<file path="src/design/epw_pkg.sv">
// Constants, field layouts and types shared by the event and pulse width counter
package epw_pkg;

  // ==========================================================================
  // Counter geometry
  localparam int            CNT_W        = 18;
  localparam logic [17:0]   CNT_MAX      = 18'h3FFFF;
  localparam logic [17:0]   CNT_ZERO     = 18'h00000;
  localparam int            CMP_LOW_BITS = 11;     // Compare bits ignored in slow undivided case
  localparam int            DIV_W        = 11;     // Width of the free-running divider

  // ==========================================================================
  // Register byte offsets
  localparam logic [4:0]    OFF_CTRL1    = 5'h00;  // counter_ctrl_one
  localparam logic [4:0]    OFF_CTRL2    = 5'h04;  // counter_ctrl_two
  localparam logic [4:0]    OFF_COMPARE  = 5'h08;  // compare_capture_reg
  localparam logic [4:0]    OFF_COUNT    = 5'h0C;  // Live count, read only
  localparam logic [4:0]    OFF_STATUS   = 5'h10;  // counter_status_reg
  localparam logic [4:0]    OFF_IRQSTAT  = 5'h14;  // Sticky events, cleared by read
  localparam logic [4:0]    OFF_IRQMASK  = 5'h18;  // Event mask

  // ==========================================================================
  // Field positions
  localparam int            SS_LSB       = 0;      // start_stop_ctrl, 2 bits
  localparam int            CLR_BIT      = 2;      // counter_clear_cmd, self clearing
  localparam int            SRC_LSB      = 4;      // count_source_sel, 3 bits
  localparam int            MODE_BIT     = 8;      // 0 event counter, 1 pulse width
  localparam int            EDGE_BIT     = 0;      // window_irq_edge_sel
  localparam int            SLOW_BIT     = 1;      // Slow mode flag
  localparam int            OVF_BIT      = 0;      // overflow_flag
  localparam int            MON_BIT      = 1;      // window_status_monitor
  localparam int            IRQ_MATCH    = 0;
  localparam int            IRQ_WIN      = 1;
  localparam int            IRQ_CMD      = 2;
  localparam int            IRQ_OVF      = 3;
  localparam int            IRQ_W        = 4;

  // ==========================================================================
  // Codes and reset values
  localparam logic [1:0]    SS_STOP      = 2'h0;
  localparam logic [1:0]    SS_START     = 2'h2;
  localparam logic [2:0]    SRC_DIV11    = 3'h0;   // Clock divided by 2^11
  localparam logic [2:0]    SRC_DIV7     = 3'h1;   // Clock divided by 2^7
  localparam logic [2:0]    SRC_DIV3     = 3'h2;   // Clock divided by 2^3
  localparam logic [2:0]    SRC_UNDIV    = 3'h3;   // Fastest internal source
  localparam logic [2:0]    SRC_EXT      = 3'h7;   // External event input
  localparam logic [2:0]    SRC_RST      = 3'h7;
  localparam logic [1:0]    SS_RST       = 2'h0;
  localparam logic [17:0]   CMP_RST      = 18'h3FFFF;
  localparam logic [3:0]    IRQ_RST      = 4'h0;
  localparam logic [DIV_W-1:0] DIV_RST   = 11'h000;

  typedef enum logic {
    MODE_EVENT = 1'b0,
    MODE_PULSE = 1'b1
  } mode_e;

endpackage

</file>
<file path="src/design/src_clk_if.sv">
// Carries the count source selection and the internal source clock level
interface src_clk_if;
  logic [2:0] srcSel;
  logic       srcLevel;

  modport gen  (input srcSel, output srcLevel);
  modport user (output srcSel, input srcLevel);
endinterface

</file>
<file path="src/design/src_clk_gen.sv">
// Free-running divider that produces the selected internal source clock level
module src_clk_gen (
  // Clock and reset
  input  wire logic ref_clk,
  input  wire logic resetn,
  input  wire logic clkEn,
  // Source clock
  src_clk_if.gen    src
);

  // ==========================================================================
  // Divider
  logic [epw_pkg::DIV_W-1:0] div_q;
  logic [epw_pkg::DIV_W-1:0] div_d;
  logic                      level_q;
  logic                      level_d;

  // Picks the divider bit whose square wave matches the selected source
  function automatic logic tapBit(input logic [2:0] sel,
                                  input logic [epw_pkg::DIV_W-1:0] div);
    case (sel)
      epw_pkg::SRC_DIV11: tapBit = div[10];
      epw_pkg::SRC_DIV7:  tapBit = div[6];
      epw_pkg::SRC_DIV3:  tapBit = div[2];
      epw_pkg::SRC_UNDIV: tapBit = div[0];
      default:            tapBit = 1'b0;   // External source keeps the gate low
    endcase
  endfunction

  // Next divider count and tap level
  always_comb
  begin
    div_d   = div_q + 11'h001;
    level_d = tapBit(src.srcSel, div_d);
  end

  // Level is registered so the gate sees a glitch-free source
  always_ff @(posedge ref_clk or negedge resetn)
  begin
    if (!resetn)
    begin
      div_q   <= epw_pkg::DIV_RST;
      level_q <= 1'b0;
    end
    else if (clkEn)
    begin
      div_q   <= div_d;
      level_q <= level_d;
    end
  end

  assign src.srcLevel = level_q;

endmodule

</file>
<file path="src/design/event_pulse_counter.sv">
// 18-bit event and pulse width counter with a classic Wishbone register slave
module event_pulse_counter (
  // Clock and reset
  input  wire logic        ref_clk,
  input  wire logic        resetn,
  input  wire logic        clkEn,
  // Wishbone slave
  input  wire logic        wb_cyc_i,
  input  wire logic        wb_stb_i,
  input  wire logic        wb_we_i,
  input  wire logic [4:0]  wb_adr_i,
  input  wire logic [3:0]  wb_sel_i,
  input  wire logic [31:0] wb_dat_i,
  output logic      [31:0] wb_dat_o,
  output logic             wb_ack_o,
  // Pin and interrupt
  input  wire logic        eventInputPin,
  output logic             timerIrq
);

  // ==========================================================================
  // Declarations
  src_clk_if srcBus ();

  logic                    pinSync1_q, pinSync2_q, pinPrev_q, gatePrev_q;
  logic                    pinPrev_d, gatePrev_d;
  logic [1:0]              ctrlSs_q, ctrlSs_d;
  logic [2:0]              ctrlSrc_q, ctrlSrc_d;
  epw_pkg::mode_e          mode_q, mode_d;
  logic                    edgeSel_q, edgeSel_d;
  logic                    slowMode_q, slowMode_d;
  logic [17:0]             compare_q, compare_d;
  logic [17:0]             count_q, count_d;
  logic [17:0]             countNext;
  logic                    ovf_q, ovf_d;
  logic [3:0]              irqStat_q, irqStat_d;
  logic [3:0]              irqMask_q, irqMask_d;
  logic [3:0]              irqSet;
  logic                    ack_q, ack_d;
  logic [31:0]             datOut_q, datOut_d;
  logic                    wbStart, wbWrite, wbRead;
  logic [4:0]              wordAdr;
  logic [31:0]             wrWord;
  logic                    running, winFall, winRise, gate, gateFall;
  logic                    inc, cmpHit, wrap, clrCmd, stopIrq, startIrq;

  // Byte-lane merge of write data into an existing register image
  function automatic logic [31:0] wbMerge(input logic [31:0] old,
                                          input logic [31:0] din,
                                          input logic [3:0]  sel);
    for (int i = 0; i < 4; i++)
    begin
      wbMerge[i*8 +: 8] = sel[i] ? din[i*8 +: 8] : old[i*8 +: 8];
    end
  endfunction

  // Compare match, narrowed to the upper bits in the slow undivided case
  function automatic logic cmpMatch(input logic [17:0] cnt, input logic [17:0] cmp,
                                    input logic narrow);
    if (narrow)
      cmpMatch = cnt[17:epw_pkg::CMP_LOW_BITS] == cmp[17:epw_pkg::CMP_LOW_BITS];
    else
      cmpMatch = cnt == cmp;
  endfunction

  // ==========================================================================
  // Source clock divider
  src_clk_gen srcGen (
    .ref_clk (ref_clk),
    .resetn  (resetn),
    .clkEn   (clkEn),
    .src     (srcBus)
  );
  assign srcBus.srcSel = ctrlSrc_q;

  // ==========================================================================
  // Pin synchroniser; the edge logic reads only the second stage
  always_ff @(posedge ref_clk or negedge resetn)
  begin
    if (!resetn)
    begin
      pinSync1_q <= 1'b0;
      pinSync2_q <= 1'b0;
    end
    else if (clkEn)
    begin
      pinSync1_q <= eventInputPin;
      pinSync2_q <= pinSync1_q;  // Two-cycle level minimum keeps every edge visible
    end
  end

  // ==========================================================================
  // Edge detection and count enables
  always_comb
  begin
    wordAdr    = {wb_adr_i[4:2], 2'b00};
    wbStart    = wb_cyc_i & wb_stb_i & ~ack_q;
    wbWrite    = wb_cyc_i & wb_stb_i & wb_we_i & ack_q;
    wbRead     = wb_cyc_i & wb_stb_i & ~wb_we_i & ack_q;
    running    = ctrlSs_q == epw_pkg::SS_START;
    winFall    = pinPrev_q & ~pinSync2_q;
    winRise    = ~pinPrev_q & pinSync2_q;
    gate       = pinSync2_q & srcBus.srcLevel;
    // A window fall while the source is high is a gate fall too: one extra count
    gateFall   = gatePrev_q & ~gate;
    if (mode_q == epw_pkg::MODE_EVENT)
      inc = running & winFall;
    else
      inc = running & gateFall;
    countNext  = count_q + 18'h00001;
    wrap       = inc & (count_q == epw_pkg::CNT_MAX);
    cmpHit     = cmpMatch(countNext, compare_q,
                          slowMode_q & (ctrlSrc_q == epw_pkg::SRC_UNDIV));
    wrWord     = wbMerge(32'h0000_0000, wb_dat_i, wb_sel_i);
    clrCmd     = wbWrite & (wordAdr == epw_pkg::OFF_CTRL1) & wb_sel_i[0]
                 & wb_dat_i[epw_pkg::CLR_BIT];
    stopIrq    = wbWrite & (wordAdr == epw_pkg::OFF_CTRL1) & wb_sel_i[0]
                 & (mode_q == epw_pkg::MODE_PULSE) & pinSync2_q
                 & (wb_dat_i[1:0] == epw_pkg::SS_STOP);
    startIrq   = wbWrite & (wordAdr == epw_pkg::OFF_CTRL1) & wb_sel_i[0]
                 & (mode_q == epw_pkg::MODE_PULSE) & pinSync2_q & edgeSel_q
                 & (wb_dat_i[1:0] == epw_pkg::SS_START);
  end

  // ==========================================================================
  // Next state of counter, flags and registers
  always_comb
  begin
    pinPrev_d  = pinSync2_q;
    gatePrev_d = gate;
    ctrlSs_d   = ctrlSs_q;
    ctrlSrc_d  = ctrlSrc_q;
    mode_d     = mode_q;
    edgeSel_d  = edgeSel_q;
    slowMode_d = slowMode_q;
    compare_d  = compare_q;
    irqMask_d  = irqMask_q;
    count_d    = count_q;   // Holds while stopped so the next run resumes
    irqSet     = 4'h0;
    ack_d      = wbStart;
    datOut_d   = datOut_q;
    // Counting
    if (inc)
    begin
      count_d = countNext;
      if ((mode_q == epw_pkg::MODE_EVENT) && cmpHit)
      begin
        count_d                 = epw_pkg::CNT_ZERO;
        irqSet[epw_pkg::IRQ_MATCH] = 1'b1;
      end
    end
    irqSet[epw_pkg::IRQ_OVF] = wrap;
    // Window edges in pulse mode
    if (running && (mode_q == epw_pkg::MODE_PULSE))
      irqSet[epw_pkg::IRQ_WIN] = winFall | (winRise & edgeSel_q);
    irqSet[epw_pkg::IRQ_CMD] = stopIrq | startIrq;
    // Register writes take effect at the edge after the one that presents ack, while ack_q is high
    if (wbWrite)
    begin
      case (wordAdr)
        epw_pkg::OFF_CTRL1:
        begin
          if (wb_sel_i[0])
          begin
            ctrlSs_d  = wb_dat_i[epw_pkg::SS_LSB +: 2];
            ctrlSrc_d = wb_dat_i[epw_pkg::SRC_LSB +: 3];
          end
          if (wb_sel_i[1])
            mode_d = epw_pkg::mode_e'(wb_dat_i[epw_pkg::MODE_BIT]);
        end
        epw_pkg::OFF_CTRL2:
        begin
          if (wb_sel_i[0])
          begin
            edgeSel_d  = wb_dat_i[epw_pkg::EDGE_BIT];
            slowMode_d = wb_dat_i[epw_pkg::SLOW_BIT];
          end
        end
        epw_pkg::OFF_COMPARE:
          compare_d = 18'(wbMerge({14'h0000, compare_q}, wb_dat_i, wb_sel_i));
        epw_pkg::OFF_IRQMASK:
          irqMask_d = wrWord[3:0] | (irqMask_q & ~{4{wb_sel_i[0]}});
        default:
          irqMask_d = irqMask_q;   // Unmapped and read-only offsets ignore writes
      endcase
    end
    if (clrCmd)
      count_d = epw_pkg::CNT_ZERO;
    // Overflow: a wrap in the clearing cycle still sets the flag
    ovf_d = (ovf_q & ~clrCmd) | wrap;
    // Sticky events: only the bits handed out are cleared, so an event that
    // lands between data capture and ack is kept; a set in that cycle wins
    irqStat_d = irqSet | (irqStat_q
                & ~({4{wbRead && (wordAdr == epw_pkg::OFF_IRQSTAT)}} & datOut_q[3:0]));
    // Read data is captured as ack rises
    if (wbStart && !wb_we_i)
    begin
      case (wordAdr)
        epw_pkg::OFF_CTRL1:   datOut_d = {23'h000000, mode_q, 1'b0, ctrlSrc_q, 2'h0, ctrlSs_q};
        epw_pkg::OFF_CTRL2:   datOut_d = {30'h00000000, slowMode_q, edgeSel_q};
        epw_pkg::OFF_COMPARE: datOut_d = {14'h0000, compare_q};
        epw_pkg::OFF_COUNT:   datOut_d = {14'h0000, count_q};
        // Monitor bit is meaningless in pulse mode and reads zero there
        epw_pkg::OFF_STATUS:  datOut_d = {30'h00000000,
                                pinSync2_q & (mode_q == epw_pkg::MODE_EVENT), ovf_q};
        epw_pkg::OFF_IRQSTAT: datOut_d = {28'h0000000, irqStat_q};
        epw_pkg::OFF_IRQMASK: datOut_d = {28'h0000000, irqMask_q};
        default:              datOut_d = 32'h0000_0000;
      endcase
    end
  end

  // ==========================================================================
  // State registers, all frozen while clkEn is low
  always_ff @(posedge ref_clk or negedge resetn)
  begin
    if (!resetn)
    begin
      pinPrev_q  <= 1'b0;
      gatePrev_q <= 1'b0;
      ctrlSs_q   <= epw_pkg::SS_RST;
      ctrlSrc_q  <= epw_pkg::SRC_RST;
      mode_q     <= epw_pkg::MODE_EVENT;
      edgeSel_q  <= 1'b0;
      slowMode_q <= 1'b0;
      compare_q  <= epw_pkg::CMP_RST;
      count_q    <= epw_pkg::CNT_ZERO;
      ovf_q      <= 1'b0;
      irqStat_q  <= epw_pkg::IRQ_RST;
      irqMask_q  <= epw_pkg::IRQ_RST;
      ack_q      <= 1'b0;
      datOut_q   <= 32'h0000_0000;
    end
    else if (clkEn)
    begin
      pinPrev_q  <= pinPrev_d;
      gatePrev_q <= gatePrev_d;
      ctrlSs_q   <= ctrlSs_d;
      ctrlSrc_q  <= ctrlSrc_d;
      mode_q     <= mode_d;
      edgeSel_q  <= edgeSel_d;
      slowMode_q <= slowMode_d;
      compare_q  <= compare_d;
      count_q    <= count_d;
      ovf_q      <= ovf_d;
      irqStat_q  <= irqStat_d;
      irqMask_q  <= irqMask_d;
      ack_q      <= ack_d;
      datOut_q   <= datOut_d;
    end
  end

  // ==========================================================================
  // Outputs
  assign wb_ack_o = ack_q;
  assign wb_dat_o = datOut_q;
  assign timerIrq = |(irqStat_q & irqMask_q);
endmodule

</file>
<file path="config.mk">
export PLATFORM = sky130hd
export DESIGN_NAME = event_pulse_counter
export DESIGN_NICKNAME = d
export VERILOG_FILES = /design/src/design/epw_pkg.sv /design/src/design/src_clk_if.sv /design/src/design/src_clk_gen.sv /design/src/design/event_pulse_counter.sv
export SDC_FILE = /design/constraint.sdc
export NUM_CORES = 1
export LEC_CHECK = 0
export ABC_AREA = 1
export BUFFER_PORTS_ARGS = -buffer_cell sky130_fd_sc_hd__buf_4
export CORE_ASPECT_RATIO = 0.5
export CORE_UTILIZATION = 51
export DETAILED_ROUTE_END_ITERATION = 8
export PLACE_DENSITY = 0.82
export SYNTH_ARGS = -nofsm -noshare
export SYNTH_HDL_FRONTEND = slang
export SYNTH_SLANG_ARGS = --single-unit
export TNS_END_PERCENT = 100
</file>
<file path="constraint.sdc">
create_clock -name ref_clk -period 1.9 [get_ports ref_clk]
set_input_delay 0 -clock ref_clk [delete_from_list [all_inputs] [get_ports ref_clk]]
set_output_delay 0 -clock ref_clk [all_outputs]
set_load 0.005 [all_outputs]
</file>
==> flow_summary.toml <==
[outcome]
status = "complete, but fails checks"
violations = "negative setup slack"

[grt]
overflow = 0
grt_antenna_before_repair = 0
grt.total_usage = 0.295
grt_pass1_vias = 4602
grt_pass1_wl_um = 22700
grt_max_degree = 60

[yosys]
synthFlopType = "dfrtp_1"
netlist_instances = 663
synth.distinct_cells = 40
synth_edf_count = 0
synth-seq-cells = 88
yosysSeqAreaShare = 0.447
async_flop_share = 1.00
netlist_area_um2 = 4980
yosysWarnings = 0
syn_avg_cell_area_um2 = 7.51

[drt]
drtIter0Drc = 604
route.detailed.drc = 0
drtAntennaViolNets = 0
avgViaCountPerCell = 5.48
wl_per_cell_um = 15.6
vias = 5100
firstDrtPassIters = 6
routed_wl_um = 14500

[min_path]
min_path_cells = 3
hold_class = "in -> reg"
hp-start = "wb_dat_i[1]"
hold_end = "slowMode_q$_DFFE_PN0P_"

[timing]
finalMaxSlewViolations = 0
max_freq_ghz = 0.486
rsz0062_at_grt = "true"
max-slew-margin-rel = 0.389
setup_viol = 19
final_hold_viol_count = 0
fin_tns_setup_ns = -2.58
worst_slack_ns = -0.157
min_period_over_period = 1.08
final.min_clock_period_ns = 2.06
clock_skew_ns = 0.0108
worstMarginPinSlew_ns = 0.915
holdWs_ns = 0.00457

[die]
die_x_um = 142
num_rows = 25
die-area_um2 = 10200
start_util = 0.526
core_area_um2 = 9480
die_h_um = 71.9
design.portCount = 82

[layout]
nNetsFinal = 840
drive_gt1_frac = 0.260
n_antenna_cell = 0
instances_no_fill = 930
utilization = 0.693
area_delta_synth_final_pct = 31.7

[place]
dp_hpwl_um = 9470
numPortBuffers = 50
gp_congestion = 0.978
dp_cells = 880
pre_cts_slack_ns = -0.157

[worst_setup_path]
critPathCaptureType = "flip-flop"
r2r_slack_ns = -0.16
worstPathArrival_ns = 2.30
start_kind = "flip-flop"
slowest_delay_ns = 0.45
worstSetupPathType = "reg -> reg"
reg2reg_depth = 14
required_ns = 2.14
crit_fanout = 5
critPathSlowestCell = "dfrtp_2"
worstPathCellList = "ha_4, buf_6, inv_2, nand2_2, nand3b_1, nand2_1, nor2_1, nand3_1, nor2_1, nand4_1, nand2_4, nand2_4, nand2_2, nand2_2"
r2r_start = "count_q[0]$_DFFE_PN0P_"
worstReg2RegEnd = "count_q[3]$_DFFE_PN0P_"
path_common_cell = "nand2_2"

[pwr]
sw_frac_of_total = 0.277
p_clk_frac = 0.391
comb_power_share = 0.130
ir_drop_mv = 0.409
p_leak_nw = 3.11
powerDensity_nw_per_um2 = 680
p_int_mw = 3.23
seq_power_share = 0.479
p_switching_mw = 1.24

[clocking]
numCtsBuffers = 9
clk-insertion-delay-late_ns = 0.35
cts_buffer_depth = 2
clkTransAtPathRegs_ns = 0.07
cts_tree = "built"
cts_root_buffer = "clkbuf_16"
cts.sinks = 88
htreeDepth = 3

[run]
maxCapViolCount = 0
## kinds of logic after synthesis
kind of cell | share of synthesized area
buf+inv | 0.0899
simple gates | 0.314
fa+ha+maj | 0.00502
other cells | 0.000753
xor+xnor | 0.0274
flops | 0.447
mux | 0.00226
compound gates | 0.114
## worst max path at each step
stage	startpoint	to	slack (ns)	depth (start not counted)
finish	count_q[0]$_DFFE_PN0P_	count_q[3]$_DFFE_PN0P_	-0.16	14
CTS	count_q[0]$_DFFE_PN0P_	count_q[13]$_DFFE_PN0P_	-0.08	14
global route	count_q[5]$_DFFE_PN0P_	count_q[6]$_DFFE_PN0P_	-0.30	13
global placement	count_q[0]$_DFFE_PN0P_	count_q[5]$_DFFE_PN0P_	-0.07	14
detailed placement	count_q[0]$_DFFE_PN0P_	count_q[4]$_DFFE_PN0P_	-0.16	14
floorplan	count_q[0]$_DFFE_PN0P_	count_q[0]$_DFFE_PN0P_	0.03	15
## routing by layer
layer	wire length [um]	track usage
met1	6170	0.399
met2	6630	0.459
met3	1410	0.0752
met4	333	0.117
met5	0	0
## stage by stage
stage | area (um^2) | total power, mW
CTS | 6490 | 4.45
detailed placement | 5800 | 2.69
global placement | 5800 | 2.66
global route | 6560 | 4.65
floorplan | 5050 | 2.45
finish | 6560 | 4.47
## repair_timing
item,CTS,global route
endpoints found under the hold margin,58,0
buffers inserted,2,2
cloned,3,0
hold buffers,27,0
gates resized for setup,24,17
pin swaps,6,8
setup endpoints to repair,19,24
## Yosys cell counts (2+ instances only)
master,count,area (um^2)
a22oi_1,10,75.1
xnor2_1,3,26.3
dfstp_2,21,552
nand3_2,4,40.0
nand2_1,211,792
buf_4,14,105
a221oi_1,3,26.3
a21oi_1,20,100
nand3_1,38,190
dfrtp_1,67,1680
o21ai_0,56,280
nand2_2,15,93.8
ha_1,2,25.0
nor2_4,5,56.3
xor2_1,10,87.6
nor2_2,2,12.5
clkbuf_1,11,41.3
nand3b_1,3,22.5
nor2_1,47,176
o22ai_1,4,25.0
nand4_1,18,113
nor3_1,8,40.0
inv_2,4,15.0
inv_1,71,267
## worst max-delay path: cells and delay by family, from the launching register on
| family | cells | cell delay (ns) |
|---|---|---|
| AND/OR/NAND/NOR | 11 | 1.15 |
| buffers and inverters | 2 | 0.17 |
| adder cells (fa/ha/maj) | 1 | 0.19 |
| flip-flops | 1 | 0.45 |
## area by class of cell
type                       count  area (um^2)
timing repair buffer         127         1060
multi-input combinational    488         2520
inverter                      76          288
clock inverter                 6         47.5
fill                         750         2910
clock buffer                  10          239
sequential                    88         2230
tap                          135          169
## flip-flops by register name (all words and copies together) (netlist names), named ones only
| register | count |
|---|---|
| ctrlSrc_q | 3 |
| srcGen.src.srcLevel | 1 |
| count_q | 18 |
| ctrlSs_q | 2 |
| pinSync1_q | 1 |
| wb_ack_o | 1 |
| irqStat_q | 4 |
| ovf_q | 1 |
| pinPrev_q | 1 |
| mode_q | 1 |
| srcGen.div_q | 11 |
| edgeSel_q | 1 |
| wb_dat_o | 18 |
| compare_q | 18 |
| gatePrev_q | 1 |
| pinPrev_d | 1 |
| slowMode_q | 1 |
## placed cells by master, fill, tap and decap left out, types with 7 or more instances in the layout
cell             n
a21oi_1         20
a22oi_1         10
buf_4           96
clkbuf_16        9
conb_1          14
dfrtp_1         63
dfstp_2         21
dlygate4sd3_1   26
inv_1           68
nand2_1        196
nand2_2         28
nand3_1         36
nand4_1         18
nor2_1          41
nor2_4           7
nor3_1           8
o21ai_0         56
xor2_1          10
## power groups by stage
stage | logic (mW) | clock network (mW) | registers, mW
detailed placement | 0.518 | 0 | 2.17
global placement | 0.501 | 0 | 2.16
floorplan | 0.300 | 0 | 2.15
CTS | 0.566 | 1.75 | 2.14
global route | 0.651 | 1.84 | 2.16
finish | 0.581 | 1.75 | 2.14
No activity file was read; power rests on OpenSTA's default activity.
